--- config.mk ---
export PLATFORM = sky130hd
export DESIGN_NAME = i2cm_master
export DESIGN_NICKNAME = d
export VERILOG_FILES = /design/src/verilog/i2cm_pkg.sv /design/src/verilog/i2cm_stream_if.sv /design/src/verilog/i2cm_skid2.sv /design/src/verilog/i2cm_master.sv
export VERILOG_INCLUDE_DIRS = /design/src /design/src/verilog
export SDC_FILE = /design/constraint.sdc
export NUM_CORES = 1
export LEC_CHECK = 0
export BUFFER_PORTS_ARGS = -buffer_cell sky130_fd_sc_hd__clkbuf_2
export CAP_MARGIN = 30
export CORE_MARGIN = 8
export CORE_UTILIZATION = 59
export CTS_BUF_LIST = sky130_fd_sc_hd__clkbuf_2 sky130_fd_sc_hd__clkbuf_4 sky130_fd_sc_hd__clkbuf_8
export DETAILED_ROUTE_END_ITERATION = 10
export PLACE_DENSITY = 0.86
export SLEW_MARGIN = 20
export SYNTH_ARGS = -nofsm -noshare
export SYNTH_HDL_FRONTEND = slang
export SYNTH_HIERARCHICAL = 1
export SYNTH_SLANG_ARGS = --single-unit
--- constraint.sdc ---
create_clock -name ref_clk -period 2.48 [get_ports ref_clk]
set_input_delay 0.248 -clock ref_clk [delete_from_list [all_inputs] [get_ports ref_clk]]
set_output_delay 0.248 -clock ref_clk [all_outputs]
set_load 0.01 [all_outputs]
--- src/verilog/i2cm_defines.svh ---
/*
 * timing constants of the two-wire bus master.
 * assumes a 100 MHz ref_clk; one bit is 6 low and 4 high phase ticks.
 */
`ifndef I2CM_DEFINES_SVH
`define I2CM_DEFINES_SVH

// ref_clk period in ns and tick period in ns
`define I2CM_REF_PERIOD_NS  10
`define I2CM_TICK_NS        260
// timer period value; 12 keeps the bit rate just under the fast limit
`define I2CM_TIMER_PERIOD_VALUE 5'h0C
// last value of the tick divider: 2 * (1 + timer period value) - 1
`define I2CM_TICK_LAST      5'h19
// last tick index of each phase
`define I2CM_LOW_LAST       3'h5
`define I2CM_HIGH_LAST      3'h3
// tick on which the data line is sampled in the high phase
`define I2CM_SAMPLE_TICK    3'h1
// last bit index of a byte slot (eight data bits and the acknowledge)
`define I2CM_ACK_BIT        4'h8

`endif

--- src/verilog/i2cm_pkg.sv ---
/*
 * types of the two-wire bus master.
 * assumes i2cm_defines.svh holds the numbers.
 */
package i2cm_pkg;

    typedef enum logic [3:0] {
        ST_IDLE,
        ST_RSTART,
        ST_START_A,
        ST_START_B,
        ST_BIT_LOW,
        ST_BIT_HIGH,
        ST_HOLD,
        ST_STOP_A,
        ST_STOP_B,
        ST_STOP_C,
        ST_LOST
    } i2cm_state_type;

    typedef logic [7:0] i2cm_byte_type;

endpackage

--- src/verilog/i2cm_stream_if.sv ---
/*
 * valid/ready byte stream between the modules of the bus master.
 * assumes both ends run on the same clock.
 */
`timescale 1ns/1ps

interface i2cm_stream_if;
    logic                   valid;
    logic                   ready;
    i2cm_pkg::i2cm_byte_type data;

    modport src (output valid, output data, input ready);
    modport snk (input valid, input data, output ready);
endinterface

--- src/verilog/i2cm_skid2.sv ---
/*
 * two-entry buffer: an output register and one skid entry.
 * assumes one clock and a synchronous active-high reset.
 */
`timescale 1ns/1ps

module i2cm_skid2 (
    // clock and reset
    input  wire logic      ref_clk,
    input  wire logic      rst,
    // filling and draining sides
    i2cm_stream_if.snk     fill,
    i2cm_stream_if.src     drain
);
    import i2cm_pkg::*;

    logic          out_valid_q, out_valid_d;
    i2cm_byte_type out_data_q,  out_data_d;
    logic          skid_valid_q, skid_valid_d;
    i2cm_byte_type skid_data_q,  skid_data_d;
    logic          push;
    logic          pop;

    assign fill.ready  = ~skid_valid_q;
    assign drain.valid = out_valid_q;
    assign drain.data  = out_data_q;

    always_comb begin
        push         = fill.valid & ~skid_valid_q;
        pop          = out_valid_q & drain.ready;
        out_valid_d  = out_valid_q;
        out_data_d   = out_data_q;
        skid_valid_d = skid_valid_q;
        skid_data_d  = skid_data_q;
        if (!out_valid_q || pop) begin
            if (skid_valid_q) begin
                out_valid_d  = 1'b1;
                out_data_d   = skid_data_q;
                skid_valid_d = push;
                skid_data_d  = fill.data;
            end else begin
                out_valid_d = push;
                out_data_d  = fill.data;
            end
        end else if (push) begin
            skid_valid_d = 1'b1;
            skid_data_d  = fill.data;
        end
    end

    always_ff @(posedge ref_clk) begin
        if (rst) begin
            out_valid_q  <= 1'b0;
            out_data_q   <= 8'h00;
            skid_valid_q <= 1'b0;
            skid_data_q  <= 8'h00;
        end else begin
            out_valid_q  <= out_valid_d;
            out_data_q   <= out_data_d;
            skid_valid_q <= skid_valid_d;
            skid_data_q  <= skid_data_d;
        end
    end

endmodule

--- src/verilog/i2cm_master.sv ---
/*
 * bus master that drives the device's open-drain serial clock and data pins.
 * assumes external pull-ups on both lines; pins are asynchronous and synchronised.
 */
`timescale 1ns/1ps
`include "i2cm_defines.svh"

// Overview of operation
// - bus idle when both lines high
// - byte slot is eight bits plus acknowledge
// - unlimited bytes, each acknowledged, msb first
// - receiver may hold clock low to stall
// - start: data falls, stop: data rises, clock high
// - busy after start, free after stop
// - address seven bits then direction bit
// - data changes only while clock low
// - ack pulse: transmitter releases, receiver pulls low
// - unacknowledged address: master sends stop
// - master receiver leaves last byte unacknowledged
// - lost arbitration: release lines, wait for idle
module i2cm_master (
    // clock and reset
    input  wire logic                    ref_clk,
    input  wire logic                    rst,
    // byte command
    input  wire logic                    cmd_valid,
    output logic                         cmd_ready,
    input  wire logic                    cmd_start,
    input  wire logic                    cmd_stop,
    input  wire logic                    cmd_read,
    input  wire logic                    cmd_nack,
    input  wire i2cm_pkg::i2cm_byte_type cmd_data,
    // received bytes
    output logic                         rx_valid,
    input  wire logic                    rx_ready,
    output i2cm_pkg::i2cm_byte_type      rx_data,
    // status
    output logic                         done,
    output logic                         ack_error,
    output logic                         arb_lost,
    output logic                         bus_busy,
    // open-drain pins
    input  wire logic                    scl_in,
    output logic                         scl_out,
    output logic                         scl_oe,
    input  wire logic                    sda_in,
    output logic                         sda_out,
    output logic                         sda_oe
);
    import i2cm_pkg::*;

    i2cm_stream_if push_if ();
    i2cm_stream_if pop_if ();

    i2cm_skid2 u_rx_buf (
        .ref_clk (ref_clk),
        .rst     (rst),
        .fill    (push_if.snk),
        .drain   (pop_if.src)
    );

    assign pop_if.ready = rx_ready;
    assign rx_valid     = pop_if.valid;
    assign rx_data      = pop_if.data;

    // pin synchronisers and bus monitor
    logic scl_m_q, scl_s_q, sda_m_q, sda_s_q, sda_p_q;
    logic busy_q, busy_d;
    logic start_det, stop_det, bus_idle;

    always_comb begin
        start_det = scl_s_q & sda_p_q & ~sda_s_q;
        stop_det  = scl_s_q & ~sda_p_q & sda_s_q;
        busy_d    = busy_q;
        if (start_det) begin
            busy_d = 1'b1;
        end else if (stop_det) begin
            busy_d = 1'b0;
        end
        bus_idle  = ~busy_q & scl_s_q & sda_s_q;
    end

    always_ff @(posedge ref_clk) begin
        if (rst) begin
            scl_m_q <= 1'b1;
            scl_s_q <= 1'b1;
            sda_m_q <= 1'b1;
            sda_s_q <= 1'b1;
            sda_p_q <= 1'b1;
            busy_q  <= 1'b0;
        end else begin
            scl_m_q <= scl_in;
            scl_s_q <= scl_m_q;
            sda_m_q <= sda_in;
            sda_s_q <= sda_m_q;
            sda_p_q <= sda_s_q;
            busy_q  <= busy_d;
        end
    end

    // tick divider
    logic [4:0] div_q, div_d;
    logic       tick_q, tick_d;

    always_comb begin
        tick_d = (div_q == `I2CM_TICK_LAST);
        div_d  = tick_d ? 5'h00 : div_q + 5'h01;
    end

    always_ff @(posedge ref_clk) begin
        if (rst) begin
            div_q  <= 5'h00;
            tick_q <= 1'b0;
        end else begin
            div_q  <= div_d;
            tick_q <= tick_d;
        end
    end

    // byte engine
    i2cm_state_type state_q, state_d;
    logic [2:0]     ph_q, ph_d;
    logic [3:0]     bit_q, bit_d;
    i2cm_byte_type  shift_q, shift_d;
    logic           stop_q, stop_d, read_q, read_d, nack_q, nack_d;
    logic           ackb_q, ackb_d, push_q, push_d;
    logic           restart_q, restart_d;
    logic           scl_oe_q, scl_oe_d, sda_oe_q, sda_oe_d;
    logic           rdy_q, rdy_d, done_q, done_d;
    logic           aerr_q, aerr_d, lost_q, lost_d;
    logic           arb_hit, low_end, high_end, take;

    assign push_if.valid = push_q;
    assign push_if.data  = shift_q;

    always_comb begin
        state_d  = state_q;
        ph_d     = ph_q;
        bit_d    = bit_q;
        shift_d  = shift_q;
        stop_d   = stop_q;
        read_d   = read_q;
        nack_d   = nack_q;
        ackb_d   = ackb_q;
        restart_d = restart_q;
        push_d   = push_q & ~push_if.ready;
        scl_oe_d = scl_oe_q;
        sda_oe_d = sda_oe_q;
        done_d   = 1'b0;
        aerr_d   = aerr_q;
        lost_d   = lost_q;
        take     = cmd_valid & rdy_q;
        low_end  = tick_q & (ph_q == `I2CM_LOW_LAST);
        // high phase counts only once the clock line reads high
        high_end = tick_q & scl_s_q & (ph_q == `I2CM_HIGH_LAST);
        arb_hit  = (state_q == ST_BIT_HIGH) & scl_s_q & ~sda_oe_q & ~sda_s_q
                 & ~read_q & (bit_q != `I2CM_ACK_BIT);
        if (take) begin
            stop_d  = cmd_stop;
            read_d  = cmd_read;
            nack_d  = cmd_nack;
            shift_d = cmd_data;
            ph_d    = 3'h0;
            bit_d   = 4'h0;
            aerr_d  = 1'b0;
            lost_d  = 1'b0;
        end
        case (state_q)
            ST_IDLE: begin
                if (take) begin
                    state_d = ST_START_A;
                end
            end
            ST_HOLD: begin
                if (take) begin
                    state_d = cmd_start ? ST_RSTART : ST_BIT_LOW;
                end
            end
            ST_RSTART: begin
                if (tick_q) begin
                    sda_oe_d = 1'b0;
                    ph_d     = ph_q + 3'h1;
                    if (low_end) begin
                        scl_oe_d  = 1'b0;
                        ph_d      = 3'h0;
                        restart_d = 1'b1;
                        state_d   = ST_START_A;
                    end
                end
            end
            ST_START_A: begin
                // a repeated start owns the bus, so busy must not block it
                if (!(scl_s_q && sda_s_q && (restart_q || !busy_q || ph_q != 3'h0))) begin
                    ph_d = 3'h0;
                end else if (tick_q) begin
                    ph_d = ph_q + 3'h1;
                    if (high_end) begin
                        sda_oe_d = 1'b1;
                        ph_d     = 3'h0;
                        restart_d = 1'b0;
                        state_d  = ST_START_B;
                    end
                end
            end
            ST_START_B: begin
                if (tick_q) begin
                    ph_d = ph_q + 3'h1;
                    if (ph_q == `I2CM_HIGH_LAST) begin
                        scl_oe_d = 1'b1;
                        ph_d     = 3'h0;
                        state_d  = ST_BIT_LOW;
                    end
                end
            end
            ST_BIT_LOW: begin
                if (tick_q && ph_q == 3'h0) begin
                    if (bit_q == `I2CM_ACK_BIT) begin
                        sda_oe_d = read_q & ~nack_q;
                    end else begin
                        sda_oe_d = ~read_q & ~shift_q[7];
                    end
                end
                if (tick_q && !(low_end && push_q)) begin
                    ph_d = ph_q + 3'h1;
                end
                if (low_end && !push_q) begin
                    scl_oe_d = 1'b0;
                    ph_d     = 3'h0;
                    state_d  = ST_BIT_HIGH;
                end
            end
            ST_BIT_HIGH: begin
                if (!scl_s_q) begin
                    ph_d = 3'h0;
                end else if (tick_q) begin
                    ph_d = ph_q + 3'h1;
                end
                if (tick_q && scl_s_q && ph_q == `I2CM_SAMPLE_TICK) begin
                    if (bit_q == `I2CM_ACK_BIT) begin
                        ackb_d = sda_s_q;
                    end else if (read_q) begin
                        shift_d = {shift_q[6:0], sda_s_q};
                    end
                end
                if (arb_hit) begin
                    scl_oe_d = 1'b0;
                    sda_oe_d = 1'b0;
                    lost_d   = 1'b1;
                    done_d   = 1'b1;
                    state_d  = ST_LOST;
                end else if (high_end) begin
                    scl_oe_d = 1'b1;
                    ph_d     = 3'h0;
                    if (bit_q != `I2CM_ACK_BIT) begin
                        bit_d   = bit_q + 4'h1;
                        state_d = ST_BIT_LOW;
                        if (!read_q) begin
                            shift_d = {shift_q[6:0], 1'b0};
                        end else if (bit_q == 4'h7) begin
                            push_d = 1'b1;
                        end
                    end else if (!read_q && ackb_q) begin
                        aerr_d  = 1'b1;
                        state_d = ST_STOP_A;
                    end else if (stop_q) begin
                        state_d = ST_STOP_A;
                    end else begin
                        done_d  = 1'b1;
                        state_d = ST_HOLD;
                    end
                end
            end
            ST_STOP_A: begin
                if (tick_q) begin
                    sda_oe_d = 1'b1;
                    ph_d     = ph_q + 3'h1;
                    if (low_end) begin
                        scl_oe_d = 1'b0;
                        ph_d     = 3'h0;
                        state_d  = ST_STOP_B;
                    end
                end
            end
            ST_STOP_B: begin
                if (!scl_s_q) begin
                    ph_d = 3'h0;
                end else if (tick_q) begin
                    ph_d = ph_q + 3'h1;
                    if (high_end) begin
                        sda_oe_d = 1'b0;
                        ph_d     = 3'h0;
                        state_d  = ST_STOP_C;
                    end
                end
            end
            ST_STOP_C: begin
                if (tick_q) begin
                    ph_d = ph_q + 3'h1;
                    if (ph_q == `I2CM_HIGH_LAST) begin
                        ph_d    = 3'h0;
                        done_d  = 1'b1;
                        state_d = ST_IDLE;
                    end
                end
            end
            ST_LOST: begin
                if (bus_idle) begin
                    state_d = ST_IDLE;
                end
            end
            default: begin
                state_d = ST_IDLE;
            end
        endcase
        rdy_d = (state_d == ST_IDLE) | (state_d == ST_HOLD);
    end

    always_ff @(posedge ref_clk) begin
        if (rst) begin
            state_q  <= ST_IDLE;
            ph_q     <= 3'h0;
            bit_q    <= 4'h0;
            shift_q  <= 8'h00;
            stop_q   <= 1'b0;
            read_q   <= 1'b0;
            nack_q   <= 1'b0;
            ackb_q   <= 1'b1;
            push_q   <= 1'b0;
            scl_oe_q <= 1'b0;
            sda_oe_q <= 1'b0;
            rdy_q    <= 1'b0;
            done_q   <= 1'b0;
            aerr_q   <= 1'b0;
            lost_q   <= 1'b0;
            restart_q <= 1'b0;
        end else begin
            state_q  <= state_d;
            ph_q     <= ph_d;
            bit_q    <= bit_d;
            shift_q  <= shift_d;
            stop_q   <= stop_d;
            read_q   <= read_d;
            nack_q   <= nack_d;
            ackb_q   <= ackb_d;
            push_q   <= push_d;
            scl_oe_q <= scl_oe_d;
            sda_oe_q <= sda_oe_d;
            rdy_q    <= rdy_d;
            done_q   <= done_d;
            aerr_q   <= aerr_d;
            lost_q   <= lost_d;
            restart_q <= restart_d;
        end
    end

    assign cmd_ready = rdy_q;
    assign done      = done_q;
    assign ack_error = aerr_q;
    assign arb_lost  = lost_q;
    assign bus_busy  = busy_q;
    assign scl_oe    = scl_oe_q;
    assign sda_oe    = sda_oe_q;
    assign scl_out   = 1'b0;
    assign sda_out   = 1'b0;

    AST_FRESH_START_IDLE: assert property (@(posedge ref_clk) disable iff (rst)
        (state_q == ST_START_B && $past(state_q) == ST_START_A && !$past(scl_oe_q, 6))
        |-> $past(scl_s_q) && $past(sda_s_q))
        else $error("start issued while lines not high");
    AST_START_CLOCK_HIGH: assert property (@(posedge ref_clk) disable iff (rst)
        $rose(sda_oe_q) && state_q == ST_START_B |-> !scl_oe_q && $past(scl_s_q))
        else $error("start data fall without clock high");
    AST_BUSY_ON_START: assert property (@(posedge ref_clk) disable iff (rst)
        start_det ##1 !stop_det [*2] |-> busy_q)
        else $error("bus not busy after start");
    AST_STABLE_HIGH: assert property (@(posedge ref_clk) disable iff (rst)
        state_q == ST_BIT_HIGH && $past(state_q) == ST_BIT_HIGH |-> $stable(sda_oe_q))
        else $error("data changed while clock high");
    AST_MSB_FIRST: assert property (@(posedge ref_clk) disable iff (rst)
        state_q == ST_BIT_HIGH && !read_q && bit_q != 4'h8 |-> sda_oe_q == !shift_q[7])
        else $error("transmitted bit differs from msb");
    AST_ACK_RELEASE: assert property (@(posedge ref_clk) disable iff (rst)
        state_q == ST_BIT_HIGH && bit_q == 4'h8 && !read_q |-> !sda_oe_q)
        else $error("transmitter held data in acknowledge slot");
    AST_LAST_NACK: assert property (@(posedge ref_clk) disable iff (rst)
        state_q == ST_BIT_HIGH && bit_q == 4'h8 && read_q |-> sda_oe_q == !nack_q)
        else $error("receiver acknowledge level wrong");
    AST_NINE_BITS: assert property (@(posedge ref_clk) disable iff (rst)
        $past(state_q) == ST_BIT_HIGH && bit_q != $past(bit_q)
        |-> bit_q == $past(bit_q) + 4'h1 && $past(bit_q) != 4'h8)
        else $error("byte slot exceeded nine bits");
    AST_STALL_HOLDS_CLOCK: assert property (@(posedge ref_clk) disable iff (rst)
        state_q == ST_BIT_LOW && push_q && !push_if.ready |=> scl_oe_q && state_q == ST_BIT_LOW)
        else $error("clock released while receive buffer full");
    AST_NACK_STOPS: assert property (@(posedge ref_clk) disable iff (rst)
        state_q == ST_BIT_HIGH && high_end && bit_q == 4'h8 && !read_q && ackb_q
        |=> state_q == ST_STOP_A ##[1:40] sda_oe_q)
        else $error("no stop after missing acknowledge");
    AST_ARB_RETIRE: assert property (@(posedge ref_clk) disable iff (rst)
        arb_hit |=> !sda_oe_q && !scl_oe_q && lost_q && state_q == ST_LOST)
        else $error("lines kept after lost arbitration");

endmodule

==> impl_metrics.yaml, run 1 <==
power:
  pwr_density_cell_mw_per_mm2: 542
  ir_worst_vdd_mv: 0.274
  leakage_nw: 1.57
  finalPower_mw: 2.13
floorplanning:
  start_util_pct: 59.9
  core-area_mm2: 0.00582
  ios: 36
  die-area_mm2: 0.00861
  rows: 28
  die_w_um: 92.8
  die_h_um: 92.8
clock_network:
  path_clk_slew_ps: 80
  root_buffer: "clkbuf_8"
  cts_tree: "built"
  hold_buffers: 0
  cts_max_level: 3
  cts_resized: 0
  clock_path_buffers: 2
  cts_inserted_buffers: 9
  post_cts_buffers: 0
  cts.sinks: 61
  clk_latency_ps: 340
cells_and_area:
  fill_cells: 477
  fin_util_pct: 67.5
  multi_input_area_mm2: 0.00205
  regArea_mm2: 0.00122
  final_cell_mix: "61 x dfxtp_1, 42 x nand2_1, 37 x nor2_1, 33 x clkbuf_2, 24 x a21oi_1"
  design_area_mm2: 0.00393
  syn2layout_area_growth_pct: 12.8
  fin_cells: 517
  final_common_cell: "dfxtp_1"
  drive_gt1_share_pct: 19.2
  antenna_cells: 0
  layout.nets: 464
worst_setup_path:
  worstSetupPathType: "flip-flop to flip-flop"
  r2r_start: "ph_q[0]"
  rr_worst_depth: 6
  cp-startpoint: "ph_q[0]"
  crit_path_max_fanout: 15
  cp.required_ps: 2730
  end_kind: "flip-flop"
  arrival_ps: 2440
  cp-start-kind: "flip-flop"
timing:
  slew_violations: 0
  rsz0062_at_grt: "no"
  clock.fmax_mhz: 456
  setup_slack_ps: 285
  finalSetupViolCount: 0
  slew_headroom_pct: 51.5
  tns_ps: 0
  whs_ps: 86.8
  max_slew.worst_pin.slew_ps: 728
  finalCritPeriodShare_pct: 88.5
  finalClockSkew_ps: 10.9
  final_hold_viol_count: 0
  fin_crit_ps: 2200
global_route:
  antenna_found_initial: 0
  overflow: 0
  grt_pass1_wl_um: 14500
  grt_usage_pct: 20.9
  grt_max_degree: 38
  first_global_vias: 3057
placement:
  placedCellCount: 501
  io_buffers: 33
  placed_cell_area_mm2: 0.00373
  gp_congestion: 0.959
  hpwl_um: 6270
  dp_slack_ps: 314
yosys:
  synth-main-ff-cell: "dfxtp_1"
  synth_area_per_cell_um2: 8.64
  syn_area_mm2: 0.00348
  synthArstFlopShare_pct: 0
  synth.distinct_cells: 70
  ys_warn_count: 6
  ys_seq_area_share_pct: 35.1
  synth_seq_cells: 61
  syn-instance-count: 403
  synth_edf_count: 0
worst_hold_path:
  hp-class: "input pin to flip-flop"
  hold_start: "scl_in"
  holdPathStages: 2
route:
  firstDrtPassIters: 5
  drc: 0
  wl_per_cell_um: 16.7
  vias: 3138
  wl_um: 8640
  drtIter0Drc: 163
  vias_per_cell: 6.07
  detail-route-antenna-nets: 0
status:
  status: "finished, final reports clean"
flow_run:
  drv_cap: 0
## layer usage
| metal | up-vias | routed length, µm | track usage (%) |
|---|---|---|---|
| met5 | - | 0 | 0 |
| met4 | 0 | 180 | 10.1 |
| met3 | 23 | 610 | 4.85 |
| met2 | 127 | 4200 | 34.9 |
| met1 | 1469 | 3650 | 24.6 |
| li1 | 1519 | - | - |
## logic make-up (layout without fill, tap and decap cells)
family / Yosys count / after routing / synth area share (%)
other: 1 / 2 / 0.108
adders and majority gates: 9 / 9 / 3.24
buffers and inverters: 41 / 79 / 6.11
DFF: 61 / 61 / 35.1
and+or+nand+nor: 176 / 176 / 29.9
AOI/OAI and AO/OA: 89 / 89 / 18.3
muxes: 21 / 21 / 6.04
xor gates and xnor gates: 5 / 5 / 1.26
## registers in the layout (all words and copies together), names as in the netlist, 3 cells and up
register              count
div_q                     5
ph_q                      3
state_q                   4
bit_q                     4
u_rx_buf/skid_data_q      8
u_rx_buf/drain.data       8
push_if.data              8
## power breakdown
part           leakage, nW  switching [mW]  internal, mW
Sequential           0.495          0.0329          1.01
Combinational        0.976           0.107        0.0867
Clock               0.0996           0.427         0.467
Total                 1.57           0.567          1.56
## worst max-delay path, stage by stage (launching register included)
cell and delay, ps:
dfxtp_1 420, ha_1 210, ha_1 270, nand3_2 210, or3_1 410, a21o_2 320, a311oi_1 280
## synth_stat cells (3+ instances only)
cell	n	area, µm²
and3b_1	3	26.3
nor2_1	37	139
nand2b_1	22	138
a22oi_1	3	22.5
a221oi_1	4	35.0
and3_1	3	18.8
nand4_1	4	25.0
nand2_1	42	158
buf_2	11	55.1
a211oi_1	10	75.1
o21ai_0	8	40.0
buf_6	3	33.8
buf_4	6	45.0
or2_2	5	31.3
xnor2_1	3	26.3
clkbuf_1	6	22.5
and2_1	3	18.8
nand3_1	10	50.1
a21oi_1	24	120
o211ai_1	3	22.5
nor3_1	5	25.0
mux2i_1	21	210
nor3b_1	3	22.5
inv_1	14	52.6
nand4b_1	5	43.8
nor2b_1	9	56.3
a311oi_1	10	87.6
a31oi_1	6	37.5
dfxtp_1	61	1220
ha_1	9	113
## worst paths after layout
path | to | slack, ps
min reg2reg | scl_s_q | 410
min | scl_m_q | 90
max | push_if.data[5] | 280
max reg2reg | push_if.data[5] | 280
## final cells by class
type / count / share of cell area, %
Multi-Input combinational cell: 302 / 52.2
Sequential cell: 61 / 31.1
Timing Repair Buffer: 49 / 7.90
Clock buffer: 9 / 3.15
Tap cell: 75 / 2.39
Clock inverter: 7 / 1.88
Inverter: 14 / 1.34
Power figures use the tool's default switching activity.
==> run 2, diff against run 1 <==
==> constraint.sdc (replaced) <==
create_clock -name ref_clk -period 2.2 [get_ports ref_clk]
set_input_delay 0.22 -clock ref_clk [delete_from_list [all_inputs] [get_ports ref_clk]]
set_output_delay 0.22 -clock ref_clk [all_outputs]
set_load 0.01 [all_outputs]
==> impl_metrics.yaml, run 2 (same netlist as run 1, synthesis figures left out) <==
status:
  status: "finished, final reports clean"
power:
  seqPwrFrac_pct: 43.4
  finalPower_mw: 2.69
  pwr_density_cell_mw_per_mm2: 664
  swShare_pct: 22.0
  power.internal_mw: 2.10
  power_frac_comb_pct: 8.4
  ir_worst_vdd_mv: 0.348
  p_sw_mw: 0.591
  leakage_nw: 1.65
  p_clk_share_pct: 48.2
route:
  wl_per_cell_um: 16.4
  vias: 3153
  wl_um: 8660
  vias_per_cell: 5.97
  topRoutingLayerUsed: "met4"
  detail-route-antenna-nets: 0
  wl_met3_um: 596
  drtIter0Drc: 170
  drc: 0
  met2_length_um: 4270
  firstDrtPassIters: 4
  wl_met1_um: 3560
global_route:
  overflow: 0
  grt_pass1_wl_um: 14400
  grt_max_degree: 34
  first_global_vias: 3060
  antenna_found_initial: 0
  grt_usage_pct: 20.7
worst_setup_path:
  worstSetupPathType: "flip-flop to flip-flop"
  arrival_ps: 2360
  cp-start-kind: "flip-flop"
  cp-startpoint: "state_q[2]"
  r2r_start: "state_q[2]"
  cp.required_ps: 2450
  timing.rr.end: "cmd_ready"
  crit_path_max_fanout: 14
  rr_worst_depth: 5
  reg2reg_slack_ps: 90
  end_kind: "flip-flop"
floorplanning:
  ios: 36
  die_w_um: 92.8
  die-area_mm2: 0.00861
  die_h_um: 92.8
  start_util_pct: 59.9
  core-area_mm2: 0.00582
  rows: 28
cells_and_area:
  syn2layout_area_growth_pct: 16.3
  fill_cells: 479
  multi_input_area_mm2: 0.00205
  antenna_cells: 0
  final_cell_mix: "61 x dfxtp_1, 42 x nand2_1, 37 x nor2_1, 33 x clkbuf_2, 27 x buf_4"
  final_common_cell: "dfxtp_1"
  drive_gt1_share_pct: 21.2
  fin_util_pct: 69.6
  regArea_mm2: 0.00122
  layout.nets: 475
clock_network:
  path_clk_slew_ps: 70
  post_cts_buffers: 0
  cts_resized: 0
  hold_buffers: 0
  clk_latency_ps: 340
  root_buffer: "clkbuf_8"
  clock_path_buffers: 2
  cts.sinks: 61
  cts_max_level: 3
  cts_inserted_buffers: 9
  cts_tree: "built"
timing:
  rsz0062_at_grt: "no"
  max_slew.worst_pin.slew_ps: 755
  fin_crit_ps: 2110
  finalClockSkew_ps: 8.43
  setup_slack_ps: 87.9
  finalSetupViolCount: 0
  slew_headroom_pct: 49.7
  tns_ps: 0
  slew_violations: 0
  finalCritPeriodShare_pct: 96.0
  clock.fmax_mhz: 473
  final_hold_viol_count: 0
flow_run:
  drv_cap: 0
worst_hold_path:
  hold_path_end: "sda_m_q"
  holdPathStages: 2
  hold_start: "sda_in"
  hp-class: "input pin to flip-flop"
placement:
  hpwl_um: 6320
  io_buffers: 33
  dp_slack_ps: 236
  gp_congestion: 1.02
==> run 2: changes by cell type in the layout (fill, tap and decap cells not counted), sizes merged <==
cell / previous run / this run
clkinvlp: 1 / 0
inv: 15 / 14
bufinv: 1 / 3
clkbuf: 42 / 46
buf: 16 / 27
clkinv: 4 / 0
==> run 2: final cells by class <==
cell class	count	share of cell area, %
tap	75	2.32
clock buffer	13	4.26
multi-input combinational	302	50.6
clock inverter	3	2.22
timing repair buffer	60	9.09
inverter	14	1.30
sequential	61	30.2
==> run 2: worst max-delay path by stage <==
stage | to | slack, ps | cells past startpoint
after global placement | cmd_ready | 290 | 7
after global routing | ph_q[0] | 20 | 5
after floorplan | push_if.data[0] | 240 | 8
after CTS | cmd_ready | 160 | 5
final | cmd_ready | 90 | 5
after detailed placement | cmd_ready | 240 | 7
==> run 2: stage by stage <==
stage          instance area (µm²)  hold slack, ps  std cells
6_report                      4050            63.2        528
5_1_grt                       4050            46.6        528
4_1_cts                       4050            54.4        528
3_5_place_dp                  3790             395        512
3_3_place_gp                  3790             395        512
2_1_floorplan                 3480             324        404
==> run 2: worst max-delay path, cell delays in order (launching register included) <==
cell and delay [ps]:
dfxtp_1 700, buf_4 280, nor4bb_1 70, a32o_1 280
a221oi_1 400, nor4b_2 280
==> run 2: layer usage <==
layer | GRT usage, % | up-vias
li1 | - | 1534
met1 | 22.9 | 1483
met2 | 35.7 | 111
met3 | 5.26 | 25
met4 | 10.9 | 0
met5 | 0 | -
==> run 2: power by group through the flow <==
stage	Combinational (mW)	Clock (mW)	Sequential (mW)
floorplan	0.152	0	1.18
global placement	0.219	0	1.19
detailed placement	0.224	0	1.19
CTS	0.225	1.31	1.17
global route	0.248	1.37	1.17
finish	0.225	1.30	1.17
==> run 3, diff against run 2 <==
--- a/config.mk
+++ b/config.mk
@@ -9,10 +9,11 @@
 export BUFFER_PORTS_ARGS = -buffer_cell sky130_fd_sc_hd__clkbuf_2
 export CAP_MARGIN = 30
 export CORE_MARGIN = 8
-export CORE_UTILIZATION = 59
+export CORE_UTILIZATION = 60
 export CTS_BUF_LIST = sky130_fd_sc_hd__clkbuf_2 sky130_fd_sc_hd__clkbuf_4 sky130_fd_sc_hd__clkbuf_8
+export CTS_CLUSTER_DIAMETER = 80
 export DETAILED_ROUTE_END_ITERATION = 10
-export PLACE_DENSITY = 0.86
+export PLACE_DENSITY = 0.87
 export SLEW_MARGIN = 20
 export SYNTH_ARGS = -nofsm -noshare
 export SYNTH_HDL_FRONTEND = slang
==> impl_metrics.yaml, run 3 (same netlist as run 1, synthesis figures left out) <==
power:
  p_sw_mw: 0.635
  ir_worst_vdd_mv: 0.534
  p_clk_share_pct: 44.4
  power_frac_comb_pct: 9.3
  seqPwrFrac_pct: 46.3
  power.internal_mw: 1.88
  leakage_nw: 1.61
  swShare_pct: 25.2
  pwr_density_cell_mw_per_mm2: 630
worst_hold_path:
  holdPathStages: 2
  hold_path_end: "sda_m_q"
  hp-class: "input pin to flip-flop"
  hold_start: "sda_in"
timing:
  max_slew.worst_pin.slew_ps: 511
  finalCritPeriodShare_pct: 95.2
  fin_crit_ps: 2090
  whs_ps: 58.4
  rsz0062_at_grt: "no"
  clock.fmax_mhz: 478
  slew_violations: 0
  slew_headroom_pct: 65.6
  tns_ps: 0
  final_hold_viol_count: 0
  finalClockSkew_ps: 9.41
  finalSetupViolCount: 0
cells_and_area:
  drive_gt1_share_pct: 21.3
  final_cell_mix: "59 x dfxtp_1, 42 x nand2_1, 37 x nor2_1, 33 x clkbuf_2, 24 x a21oi_1"
  fill_cells: 454
  syn2layout_area_growth_pct: 14.8
  design_area_mm2: 0.00400
  layout.nets: 469
  antenna_cells: 0
  final_common_cell: "dfxtp_1"
placement:
  gp_congestion: 1.01
  io_buffers: 33
  placed_cell_area_mm2: 0.00375
  hpwl_um: 6100
floorplanning:
  rows: 27
  die_h_um: 92.2
  die_w_um: 92.2
  start_util_pct: 62.8
  core-area_mm2: 0.00554
  ios: 36
  die-area_mm2: 0.00849
global_route:
  grt_usage_pct: 20.8
  grt_pass1_wl_um: 14500
  first_global_vias: 3068
  overflow: 0
  antenna_found_initial: 0
  grt_max_degree: 53
route:
  wl_met3_um: 642
  drtIter0Drc: 274
  topRoutingLayerUsed: "met4"
  detail-route-antenna-nets: 0
  vias: 3169
  vias_per_cell: 6.11
  firstDrtPassIters: 5
  wl_per_cell_um: 16.7
  met2_length_um: 4220
  wl_met1_um: 3560
  drc: 0
  wl_um: 8670
clock_network:
  clock_path_buffers: 2
  cts_tree: "built"
  cts_max_level: 3
  cts.sinks: 61
  clk_latency_ps: 350
  root_buffer: "clkbuf_8"
  hold_buffers: 0
  cts_inserted_buffers: 9
  path_clk_slew_ps: 70
worst_setup_path:
  max_stage_delay_ps: 430
  cp.required_ps: 2440
  cp.depth: 6
  critical-path-slowest-cell: "or3_1"
  timing.rr.end: "push_if.data[2]"
  worstSetupPathType: "flip-flop to flip-flop"
  rr_worst_depth: 6
  cp_top_family: "simple AND/OR/NAND/NOR gates"
  cp-start-kind: "flip-flop"
  reg2reg_slack_ps: 110
  end_kind: "flip-flop"
  path_cells: "ha_1 -> ha_2 -> nand3_2 -> or3_1 -> a21o_4 -> a311oi_1"
  crit_path_max_fanout: 15
  cp_num_buf_inv: 0
  arrival_ps: 2340
  r2r_start: "ph_q[0]"
status:
  status: "finished, final reports clean"
flow_run:
  drv_cap: 0
## run 3: cell count changes in the layout (fill, tap and decap cells not counted), sizes merged
| cell | change |
|---|---|
| clkinvlp | +1 |
| buf | -6 |
| clkinv | +3 |
| inv | +1 |
| clkbuf | -4 |
| bufinv | -1 |
## run 3: layout make-up
cell class | count | area [µm²] | area share [%]
clock inverter | 7 | 98.8 | 2.47
clock buffer | 9 | 124 | 3.10
tap | 72 | 90.1 | 2.25
sequential | 61 | 1220 | 30.6
timing repair buffer | 54 | 335 | 8.39
inverter | 14 | 52.6 | 1.32
multi-input combinational | 302 | 2070 | 51.8
## run 3: timing repair
item                       in CTS  in global routing
setup buffers                   0                  0
setup endpoints to repair       1                 10
gates resized for setup         1                  5
## run 3: power by group through the flow
| stage | Sequential [mW] | Clock (mW) | Combinational (mW) |
|---|---|---|---|
| 4_1_cts | 1.16 | 1.13 | 0.230 |
| 5_1_grt | 1.17 | 1.20 | 0.257 |
| 3_5_place_dp | 1.19 | 0 | 0.227 |
| 6_report | 1.16 | 1.12 | 0.234 |
| 2_1_floorplan | 1.18 | 0 | 0.152 |
| 3_3_place_gp | 1.19 | 0 | 0.224 |
## run 3: worst max path at each step
stage / endpoint / slack [ps] / start
2_1_floorplan: push_if.data[0] / 240 / ph_q[0]
3_3_place_gp: push_if.data[0] / 150 / ph_q[0]
3_5_place_dp: push_if.data[2] / 40 / ph_q[0]
4_1_cts: push_if.data[1] / 30 / ph_q[0]
5_1_grt: scl_oe / 10 / ph_q[1]
6_report: push_if.data[2] / 110 / ph_q[0]
## run 3: layer usage
metal / up-vias / GRT usage (%)
li1: 1518 / -
met1: 1490 / 23.8
met2: 134 / 34.9
met3: 27 / 6.11
met4: 0 / 9.13
met5: - / 0
## run 3: metrics by stage
stage          power (mW)  utilization, %  std cells  worst slack [ps]
6_report             2.52            72.1        519               106
5_1_grt              2.62            72.1        519              11.1
4_1_cts              2.53            71.7        519              26.2
3_5_place_dp         1.42            67.7        503              37.9
3_3_place_gp         1.41            67.7        503               154
2_1_floorplan        1.34               -        404               237
## run 3: worst reg2reg max path, stage by stage (launching register included)
cell and delay, ps:
dfxtp_2 380, ha_1 210, ha_2 260, nand3_2 180, or3_1 430, a21o_4 290
a311oi_1 250
